===== src/nvm_pkg.sv =====
// package: constants and carriers for the nonvolatile access controller
`default_nettype none
package nvm_pkg;
    localparam int          MODULES       = 4;
    localparam int          ADDR_W        = 24;
    localparam int          DATA_W        = 32;
    localparam int          PAGE_BYTES    = 128;
    localparam int          CLK_MHZ       = 200;
    localparam int          PROG_MAX_US   = 3500;
    localparam int          ERASE_MAX_US  = 8000;
    localparam int          PROG_CYCLES   = PROG_MAX_US * CLK_MHZ;
    localparam int          ERASE_CYCLES  = ERASE_MAX_US * CLK_MHZ;
    localparam int          CNT_W         = 24;
    localparam int          MOD_LSB       = 22;
    localparam logic [2:0]  WAIT_RESET    = 3'h4;
    localparam logic [2:0]  WAIT_FLOOR    = 3'h1;
    localparam logic [1:0]  SHARED_MODULE = 2'h3;
    localparam logic [DATA_W-1:0] ERASED_WORD = 32'hffffffff;

    typedef enum logic [1:0] {OP_NONE, OP_PROG, OP_ERASE_SECT, OP_ERASE_PAGE} nvm_op_e;

    typedef struct packed {
        logic              valid;
        logic [ADDR_W-1:0] addr;
    } rd_req_s;

    typedef struct packed {
        logic              valid;
        nvm_op_e           op;
        logic [1:0]        target;
    } pe_req_s;
endpackage
`default_nettype wire


===== src/nvm_access_ctrl.sv =====
// nonvolatile array access, prefetch, wait states and program/erase sequencing
//
// Operation
// - array reads as erased and unprotected after delivery.
// - page program on 128 bytes completes within 3.5 ms.
// - sector or page erase completes within 8 ms.
// - durations come from the timing tick plus a few system cycles.
// - reads from other modules allow only module 3 busy.
// - up to 3 modules busy if reads stay in one module, all 4 if reads come from RAM.
// - module delivering reads is never programmed or erased.
// - all accesses go through the on-chip memory bus port here.
// - prefetch fetches ahead for sequential read streams.
// - wait states only for non-sequential reads.
// - 3-bit wait field gives the wait-state count directly, except 0 acts as 1.
`timescale 1ns/1ps
`default_nettype none
module nvm_access_ctrl #(
    parameter int PROG_CYCLES  = nvm_pkg::PROG_CYCLES,
    parameter int ERASE_CYCLES = nvm_pkg::ERASE_CYCLES
) (
    input  wire logic                        sys_clk,
    input  wire logic                        arst_n,
    input  wire logic                        clk_en,
    input  wire logic [2:0]                  nvm_wait_cycles,
    input  wire logic                        rd_from_ram,
    input  wire nvm_pkg::rd_req_s            rd_req,
    output logic                             rd_ready,
    output logic [nvm_pkg::DATA_W-1:0]       rd_data,
    input  wire nvm_pkg::pe_req_s            pe_req,
    input  wire logic                        timing_tick,
    output logic                             pe_accept,
    output logic                             pe_reject,
    output logic [nvm_pkg::MODULES-1:0]      busy
);
    typedef enum logic [1:0] {RD_IDLE, RD_WAIT, RD_DONE} rd_state_e;

    function automatic logic [1:0] mod_of(input logic [nvm_pkg::ADDR_W-1:0] a);
        return a[nvm_pkg::MOD_LSB +: 2];
    endfunction

    // two-stage sync of the timing source
    logic tick_s1_reg, tick_s2_reg, tick_s3_reg;
    logic tick_pulse;
    always_ff @(posedge sys_clk or negedge arst_n)
    begin
        if (!arst_n)
        begin
            tick_s1_reg <= 1'b0;
            tick_s2_reg <= 1'b0;
            tick_s3_reg <= 1'b0;
        end
        else if (clk_en)
        begin
            tick_s1_reg <= timing_tick;
            tick_s2_reg <= tick_s1_reg;
            tick_s3_reg <= tick_s2_reg;
        end
    end
    assign tick_pulse = tick_s2_reg & ~tick_s3_reg;

    // read path
    rd_state_e                  rd_st_reg, rd_st_next;
    logic [2:0]                 wcnt_reg, wcnt_next;
    logic [nvm_pkg::ADDR_W-1:0] next_addr_reg, next_addr_next;
    logic                       pf_valid_reg, pf_valid_next;
    logic                       rd_ready_reg, rd_ready_next;
    logic [1:0]                 rd_mod_reg, rd_mod_next;
    logic                       rd_active_reg, rd_active_next;
    logic [nvm_pkg::DATA_W-1:0] rd_data_reg, rd_data_next;
    logic [2:0]                 eff_wait;
    logic                       seq_hit;

    assign eff_wait = (nvm_wait_cycles == 3'h0) ? nvm_pkg::WAIT_FLOOR
                                                : nvm_wait_cycles;
    assign seq_hit  = pf_valid_reg && (rd_req.addr == next_addr_reg);

    always_comb
    begin
        rd_st_next     = rd_st_reg;
        wcnt_next      = wcnt_reg;
        next_addr_next = next_addr_reg;
        pf_valid_next  = pf_valid_reg;
        rd_ready_next  = 1'b0;
        rd_mod_next    = rd_mod_reg;
        rd_active_next = rd_active_reg;
        rd_data_next   = nvm_pkg::ERASED_WORD;
        case (rd_st_reg)
            RD_IDLE:
            begin
                if (rd_req.valid)
                begin
                    rd_mod_next    = mod_of(rd_req.addr);
                    rd_active_next = 1'b1;
                    next_addr_next = nvm_pkg::ADDR_W'(rd_req.addr + nvm_pkg::ADDR_W'(4));
                    if (seq_hit)
                    begin
                        rd_ready_next = 1'b1;
                        rd_st_next    = RD_DONE;
                    end
                    else
                    begin
                        wcnt_next  = eff_wait;
                        rd_st_next = RD_WAIT;
                    end
                end
            end
            RD_WAIT:
            begin
                if (wcnt_reg == 3'h1)
                begin
                    rd_ready_next = 1'b1;
                    pf_valid_next = 1'b1;
                    rd_st_next    = RD_DONE;
                end
                else
                begin
                    wcnt_next = wcnt_reg - 3'h1;
                end
            end
            default:
            begin
                rd_st_next = RD_IDLE;
            end
        endcase
    end

    always_ff @(posedge sys_clk or negedge arst_n)
    begin
        if (!arst_n)
        begin
            rd_st_reg     <= RD_IDLE;
            wcnt_reg      <= 3'h0;
            next_addr_reg <= '0;
            pf_valid_reg  <= 1'b0;
            rd_ready_reg  <= 1'b0;
            rd_mod_reg    <= 2'h0;
            rd_active_reg <= 1'b0;
            rd_data_reg   <= nvm_pkg::ERASED_WORD;
        end
        else if (clk_en)
        begin
            rd_st_reg     <= rd_st_next;
            wcnt_reg      <= wcnt_next;
            next_addr_reg <= next_addr_next;
            pf_valid_reg  <= pf_valid_next;
            rd_ready_reg  <= rd_ready_next;
            rd_mod_reg    <= rd_mod_next;
            rd_active_reg <= rd_active_next;
            rd_data_reg   <= rd_data_next;
        end
    end
    assign rd_ready = rd_ready_reg;
    assign rd_data  = rd_data_reg;

    // program / erase engines, one per module
    logic [nvm_pkg::MODULES-1:0]            busy_reg, busy_next;
    logic [nvm_pkg::CNT_W-1:0]              ticks_reg [nvm_pkg::MODULES];
    logic [nvm_pkg::CNT_W-1:0]              ticks_next [nvm_pkg::MODULES];
    logic                                   acc_reg, acc_next, rej_reg, rej_next;
    logic                                   allowed;

    always_comb
    begin
        allowed = 1'b1;
        if (rd_active_reg && !rd_from_ram && rd_req.valid && mod_of(rd_req.addr) != rd_mod_reg)
        begin
            // reads span modules: only module 3, alone
            allowed = (pe_req.target == nvm_pkg::SHARED_MODULE) && (busy_reg == '0);
        end
        if (rd_active_reg && !rd_from_ram && pe_req.target == rd_mod_reg)
        begin
            allowed = 1'b0;
        end
        if (busy_reg[pe_req.target])
        begin
            allowed = 1'b0;
        end
    end

    always_comb
    begin
        busy_next = busy_reg;
        acc_next  = 1'b0;
        rej_next  = 1'b0;
        for (int i = 0; i < nvm_pkg::MODULES; i++)
        begin
            ticks_next[i] = ticks_reg[i];
            if (busy_reg[i])
            begin
                if (ticks_reg[i] <= nvm_pkg::CNT_W'(1))
                begin
                    busy_next[i] = 1'b0;
                end
                else if (tick_pulse)
                begin
                    ticks_next[i] = ticks_reg[i] - nvm_pkg::CNT_W'(1);
                end
            end
        end
        if (pe_req.valid && pe_req.op != nvm_pkg::OP_NONE)
        begin
            if (allowed)
            begin
                acc_next = 1'b1;
                busy_next[pe_req.target] = 1'b1;
                ticks_next[pe_req.target] = (pe_req.op == nvm_pkg::OP_PROG)
                    ? nvm_pkg::CNT_W'(PROG_CYCLES) : nvm_pkg::CNT_W'(ERASE_CYCLES);
            end
            else
            begin
                rej_next = 1'b1;
            end
        end
    end

    always_ff @(posedge sys_clk or negedge arst_n)
    begin
        if (!arst_n)
        begin
            busy_reg <= '0;
            acc_reg  <= 1'b0;
            rej_reg  <= 1'b0;
            for (int i = 0; i < nvm_pkg::MODULES; i++)
            begin
                ticks_reg[i] <= '0;
            end
        end
        else if (clk_en)
        begin
            busy_reg <= busy_next;
            acc_reg  <= acc_next;
            rej_reg  <= rej_next;
            for (int i = 0; i < nvm_pkg::MODULES; i++)
            begin
                ticks_reg[i] <= ticks_next[i];
            end
        end
    end
    assign busy      = busy_reg;
    assign pe_accept = acc_reg;
    assign pe_reject = rej_reg;

    // checks
    a_wait_floor: assert property (@(posedge sys_clk) disable iff (!arst_n)
        clk_en && rd_st_reg == RD_IDLE && rd_req.valid && !seq_hit |=> wcnt_reg != 3'h0)
        else $error("wait count zero");
    a_seq_fast: assert property (@(posedge sys_clk) disable iff (!arst_n)
        clk_en && rd_st_reg == RD_IDLE && rd_req.valid && seq_hit |=> rd_ready_reg)
        else $error("sequential read delayed");
    a_nonseq_wait: assert property (@(posedge sys_clk) disable iff (!arst_n)
        clk_en && rd_st_reg == RD_IDLE && rd_req.valid && !seq_hit |=> !rd_ready_reg)
        else $error("non-sequential read without wait");
    a_pf_fill: assert property (@(posedge sys_clk) disable iff (!arst_n)
        rd_ready_reg |-> pf_valid_reg)
        else $error("prefetch not armed");
    a_erased_read: assert property (@(posedge sys_clk) disable iff (!arst_n)
        rd_ready_reg |-> rd_data == nvm_pkg::ERASED_WORD)
        else $error("array not erased");
    a_busy_start: assert property (@(posedge sys_clk) disable iff (!arst_n)
        acc_reg |-> busy_reg != '0)
        else $error("accepted op not busy");
    a_rd_target: assert property (@(posedge sys_clk) disable iff (!arst_n)
        clk_en && pe_req.valid && rd_active_reg && !rd_from_ram
        && pe_req.target == rd_mod_reg |=> !acc_reg)
        else $error("read module targeted");
    a_one_shared: assert property (@(posedge sys_clk) disable iff (!arst_n)
        clk_en && pe_req.valid && rd_active_reg && !rd_from_ram && rd_req.valid
        && mod_of(rd_req.addr) != rd_mod_reg
        && pe_req.target != nvm_pkg::SHARED_MODULE |=> !acc_reg)
        else $error("non-shared module accepted");
    a_excl: assert property (@(posedge sys_clk) disable iff (!arst_n)
        acc_reg && rej_reg |-> 1'b0)
        else $error("accept and reject together");
    c_seq_read: cover property (@(posedge sys_clk) disable iff (!arst_n)
        rd_req.valid && seq_hit);
    c_prog: cover property (@(posedge sys_clk) disable iff (!arst_n)
        pe_req.valid && pe_req.op == nvm_pkg::OP_PROG ##1 acc_reg);
    c_reject: cover property (@(posedge sys_clk) disable iff (!arst_n) rej_reg);
    c_all_busy: cover property (@(posedge sys_clk) disable iff (!arst_n) &busy_reg);
endmodule
`default_nettype wire


===== config.mk =====
export PLATFORM = sky130hd
export DESIGN_NAME = nvm_access_ctrl
export DESIGN_NICKNAME = d
export VERILOG_FILES = /design/src/nvm_pkg.sv /design/src/nvm_access_ctrl.sv
export SDC_FILE = /design/constraint.sdc
export NUM_CORES = 1
export LEC_CHECK = 0
export BUFFER_PORTS_ARGS = -buffer_cell sky130_fd_sc_hd__buf_2
export CAP_MARGIN = 10
export CORE_MARGIN = 10
export CORE_UTILIZATION = 35
export DETAILED_ROUTE_END_ITERATION = 8
export GPL_TIMING_DRIVEN = 0
export SYNTH_ARGS = -nofsm -noshare
export SYNTH_HDL_FRONTEND = slang
export SYNTH_SLANG_ARGS = --single-unit

===== constraint.sdc =====
create_clock -name sys_clk -period 5.7 [get_ports sys_clk]
set_input_delay 0.285 -clock sys_clk [delete_from_list [all_inputs] [get_ports sys_clk]]
set_output_delay 0.285 -clock sys_clk [all_outputs]
set_load 0.03 [all_outputs]

After elaboration in Yosys (flattened, before gate mapping):

Index checks and enable logic that the tools add are counted.

* $lt $le $gt $ge: 8
* eq/ne operators: 11
* muxes and demuxes: 52
* add/subtract/negate cells: 6
* bitwise logic cells: 4
* reductions and logical operators: 19

Operators by type and width (count)
* 24-bit two-way mux: 13
* 96-bit two-way mux: 2
* 96-bit bitwise mux: 1
* 24-bit by 1-bit <= comparator with 1-bit output (second input constant): 4
* 24-bit by 1-bit subtractor with 24-bit output (second input constant): 4
* 24-bit demux with 2-bit select: 1
* 24-bit by 3-bit adder with 24-bit output (second input constant): 1
* 24-bit equality test: 1
* 21-bit two-way mux: 1
* 1-bit two-way mux: 20
* 3-bit two-way mux: 4
* 1-bit logical AND: 9
* 3-bit AND reduction: 3
* 4-bit two-way mux: 2
* 2-bit inequality test (second input constant): 4
* 2-bit two-way mux: 3
* 3-bit case mux with 2 select lines: 1
* 5-bit AND reduction: 1
* 2-bit by 1-bit equality test with 1-bit output (second input constant): 2
* 4-bit logical NOT: 1
* 4-bit OR: 1
* 2-bit case mux with 2 select lines: 1
* 2-bit nonzero test: 2
* 3-bit by 1-bit equality test with 1-bit output (second input constant): 1
* 17 further kinds: 17

* bits of input ports: 38
* register bits after elaboration: 139
* logic and storage cells: 117
* output and inout bits: 39

Longest topological paths before layout:

* depth in word-level cells: 9
* gate-level depth with buffers: 9
* gate-level depth less buffers: 8

Worst setup path before layout:

No wires, ideal clock.

* kind: reg2reg
* start: register busy_reg, in the netlist busy[2]
* end: register ticks_reg[78] (netlist name)
* period minus slack after synthesis: 2.425 ns
* data arrival time: 2.299 ns
* path slack: 3.275 ns
* buffers on the path: 3
* stages on the path, launching flop included: 9
* data required time: 5.574 ns
* library setup time: 0.126 ns
* cell sequence: dfrtp_1 -> clkbuf_1 -> mux4_2 -> a41o_1 -> a21oi_1 -> buf_2 -> nand4_1 -> clkbuf_1 -> a311o_1

* word-level cells in the longest chain between the ends: 7
* elaborated cells between the ends (all ways): 9

Ends and longest elaborated chain
* start: declaration: line nvm_access_ctrl.sv:156 `logic [nvm_pkg::MODULES-1:0] busy_reg, busy_next;`
* start signal: assignment: line nvm_access_ctrl.sv:230 `busy_reg <= busy_next;`
* 4-bit logical NOT: line nvm_access_ctrl.sv:168 `allowed = (pe_req.target == nvm_pkg::SHARED_MODULE) && (busy_reg == '0);`
* 1-bit logical AND: line nvm_access_ctrl.sv:168
* 1-bit two-way mux: line nvm_access_ctrl.sv:165 `if (rd_active_reg && !rd_from_ram && rd_req.valid && mod_of(rd_req.addr) != rd_mod_reg)`
* 1-bit two-way mux: line nvm_access_ctrl.sv:170 `if (rd_active_reg && !rd_from_ram && pe_req.target == rd_mod_reg)`
* 1-bit two-way mux *: line nvm_access_ctrl.sv:174 `if (busy_reg[pe_req.target])`
* 96-bit two-way mux *: line nvm_access_ctrl.sv:202 `if (allowed)`
* 96-bit two-way mux *: line nvm_access_ctrl.sv:200 `if (pe_req.valid && pe_req.op != nvm_pkg::OP_NONE)`
* end signal: indexed assignment: line nvm_access_ctrl.sv:235 `ticks_reg[i] <= ticks_next[i];`
* end: declaration: line nvm_access_ctrl.sv:157 `logic [nvm_pkg::CNT_W-1:0] ticks_reg [nvm_pkg::MODULES];`

Mark *: on every way between the ends. The rest lies on a longest branch, timed or not. The select of a mux whose other input is x is not followed.
A chain may end at the register's enable or synchronous reset.

Worst setup path after layout:

* start: register busy_reg, in the netlist busy[2]
* end: register ticks_reg[24] (netlist name)

* word-level cells in the longest chain between the ends: 7
* elaborated cells between the ends (all ways): 11

Ends and longest elaborated chain (line)
* 4-bit logical NOT: nvm_access_ctrl.sv:168
* 1-bit logical AND: nvm_access_ctrl.sv:168
* 1-bit two-way mux: nvm_access_ctrl.sv:165
* 1-bit two-way mux: nvm_access_ctrl.sv:170
* 1-bit two-way mux: nvm_access_ctrl.sv:174
* 96-bit two-way mux: nvm_access_ctrl.sv:202
* 96-bit two-way mux *: nvm_access_ctrl.sv:200

Marked as above.

==> results.cfg <==
[die]
start_util_pct = 35.8
core_area_mm2 = 0.0236
die_area_mm2 = 0.0308
pin_count = 77
die_x_um = 175
die_y_um = 175
rows = 56

[job]
maxCapViolations = 0

[drt]
wl_per_cell_um = 16.0
final_antenna_net_count = 0
via_count = 7251
wirelength_mm = 22.2
vias_per_cell = 5.22
dr.pass1.iters = 8
drt-initial-drc-count = 545
route.detailed.drc = 0

[hold_path]
worstHoldPathType = in2reg
worstHoldStart = rd_req[0]
holdPathStages = 3
whs_endpoint = next_addr_reg[0]$_DFFE_PN0P_

[setup_path]
cp-start-kind = flip-flop
reg2reg_to = ticks_reg[24]$_DFFE_PN0P_
crit_type = reg2reg
r2r_slack_ps = 2810
r2r_cells = 8
critPathMaxFanout = 10
end_kind = flip-flop
required_ps = 6000
r2r-start = busy[2]$_DFFE_PN0P_
critical_path_arrival_ps = 3190

[timing]
rsz0062_at_grt = no
slew_headroom_pct = 29.4
setup_ws_ps = 2810
tns_ps = 0
fin_crit_ps = 2890
hold_violations = 0
worst_pin_slew_ps = 1050
max_freq_mhz = 346
min_period_over_period_pct = 50.7
finalSetupViolations = 0
skew_ps = 11.6
finalMaxSlewViolations = 0

[placement]
portBuffers = 42
dp_slack_ps = 2830
dp_hpwl_mm = 16.1
gp_congestion = 0.881

[synthesis]
ys_types = 74
seq_area_frac_synth_pct = 41.1
synth_cells = 963
synth_xor_area_share_pct = 10.6
synth_top_family_by_area = simple AND/OR/NAND/NOR gates
async_reset_ff_share_pct = 100
synth_compound_area_share_pct = 11.8
synth_seq_cells = 139
synth_flop_cell = dfrtp_1
synth-simple-area-share_pct = 27.9
syn_area_per_cell_um2 = 8.78
synth_edf_count = 0
ys_warn_count = 0
synthAdderAreaFrac_pct = 1.63
synth_area_mm2 = 0.00846
synth.area.mux_share_pct = 0.903

[global_route]
grt_overflow = 0
grt_util_met1_pct = 19.0
grt_use_met3_pct = 3.75
grt_max_degree = 75
grt_pass1_vias = 7086
track_usage_pct = 14.6
grt_pass1_wl_mm = 37.2
grt.busiest_layer = met2
use_met2_pct = 23.3
antenna_found_initial = 1

[clocking]
clk_pin_slew_ps = 70
clkLatencyLatePin_ps = 440
cts_resized = 0
cts-root-buf = clkbuf_16
cts.sinks = 139
clock_path_buffers = 2
cts_max_level = 4
cts_tree = done
numCtsBuffers = 17

[layout]
largest_reg_flops = 96
layout_common_cells = 139 x dfrtp_1, 115 x nand2_1, 88 x nor2_1
fillers = 2377
layout-drive-gt1-share_pct = 12.5
syn_to_final_growth_pct = 16.0
n_antenna_cell = 0
final_common_cell = dfrtp_1
nNetsFinal = 1106

[run_status]
status = completed

[pwr]
ir_drop_mv = 0.194
power_density_mw_per_mm2 = 419
p_leak_nw = 4.16
logic make-up after synthesis:
kind of cell / count (synthesis)
xor gates and xnor gates: 102
adders and majority gates: 11
DFF: 139
buffers and inverters: 98
AOI/OAI and AO/OA: 148
and+or+nand+nor: 458
muxes: 6
other: 1
report_power, final:
part	total (mW)	switching, mW	internal (mW)
clock network	1.11	0.496	0.617
logic	1.32	0.765	0.556
registers	1.68	0.354	1.32
layout make-up:
cell class	instances	area, µm²	area share, %
clock buffer	17	425	4.34
inverter	28	105	1.07
tap	319	399	4.07
sequential	139	3480	35.5
buffer	70	407	4.15
timing repair buffer	44	254	2.59
multi-input combinational	757	4580	46.7
clock inverter	15	154	1.57
repair_timing:
item | CTS | global route
hold buffers | 1 | 0
endpoints found under the hold margin | 65 | 0
setup buffers | 0 | 0
worst max-delay path, cell delays in order (launching register included):
cell      delay, ps
dfrtp_1         370
clkbuf_1        200
mux4_2          550
a41o_1          260
a21oi_1         160
buf_2           240
nand4b_2        320
nor2_1          560
nor2_1          110
worst max-delay path by stage:
stage | end | from | cells after the start | slack (ps)
2_1_floorplan | ticks_reg[78]$_DFFE_PN0P_ | busy[2]$_DFFE_PN0P_ | 8 | 3270
3_3_place_gp | ticks_reg[36]$_DFFE_PN0P_ | arst_n | 1 | 2200
3_5_place_dp | ticks_reg[24]$_DFFE_PN0P_ | busy[2]$_DFFE_PN0P_ | 8 | 2830
4_1_cts | ticks_reg[24]$_DFFE_PN0P_ | busy[2]$_DFFE_PN0P_ | 8 | 2810
5_1_grt | ticks_reg[28]$_DFFE_PN0P_ | busy[2]$_DFFE_PN0P_ | 8 | 2590
6_report | ticks_reg[24]$_DFFE_PN0P_ | busy[2]$_DFFE_PN0P_ | 8 | 2810
Yosys cell counts, types with 4 or more instances:
library cell,number,area [µm²]
and2_1,7,43.8
and3_1,18,113
nand4_1,28,175
or3_1,13,81.3
nor3_1,45,225
nor2_1,88,330
nand2_1,115,432
o21ai_0,50,250
a31oi_1,6,37.5
or2_2,4,25.0
nand3_1,43,215
xnor2_1,55,482
a311o_1,4,40.0
nor2b_1,6,37.5
and3b_1,4,35.0
o22ai_1,6,37.5
nand2b_1,10,62.6
buf_2,7,35.0
xor2_1,47,412
o31ai_1,4,30.0
nor3b_1,9,67.6
or4_1,10,75.1
a21o_1,7,52.6
o211ai_1,5,37.5
buf_4,32,240
nand4b_1,6,52.6
a21oi_1,24,120
dfrtp_1,139,3480
o21a_1,4,30.0
ha_1,11,138
clkbuf_1,28,105
a211oi_1,5,37.5
nor4b_1,4,35.0
inv_1,27,101
and4_1,6,52.6
nor4_1,32,200
routing by layer:
metal	share of wire, %	routed length (µm)	up-vias
met4	1.3	280	2
met2	46	10200	195
met1	47	10400	3465
met5	0.045	10	-
met3	6.1	1360	25
li1	-	-	3564
per-stage QoR:
step	std cells	hold slack (ps)	util [%]	power [mW]	area, µm²
2_1_floorplan	994	-10.6	-	2.62	8570
3_3_place_gp	1355	476	38.9	2.97	9180
3_5_place_dp	1356	335	39.0	3.01	9220
4_1_cts	1389	71.3	41.5	4.13	9800
5_1_grt	1389	88.2	41.5	4.40	9800
6_report	1389	75.5	41.5	4.11	9800
(Power assumes the default switching activity.)
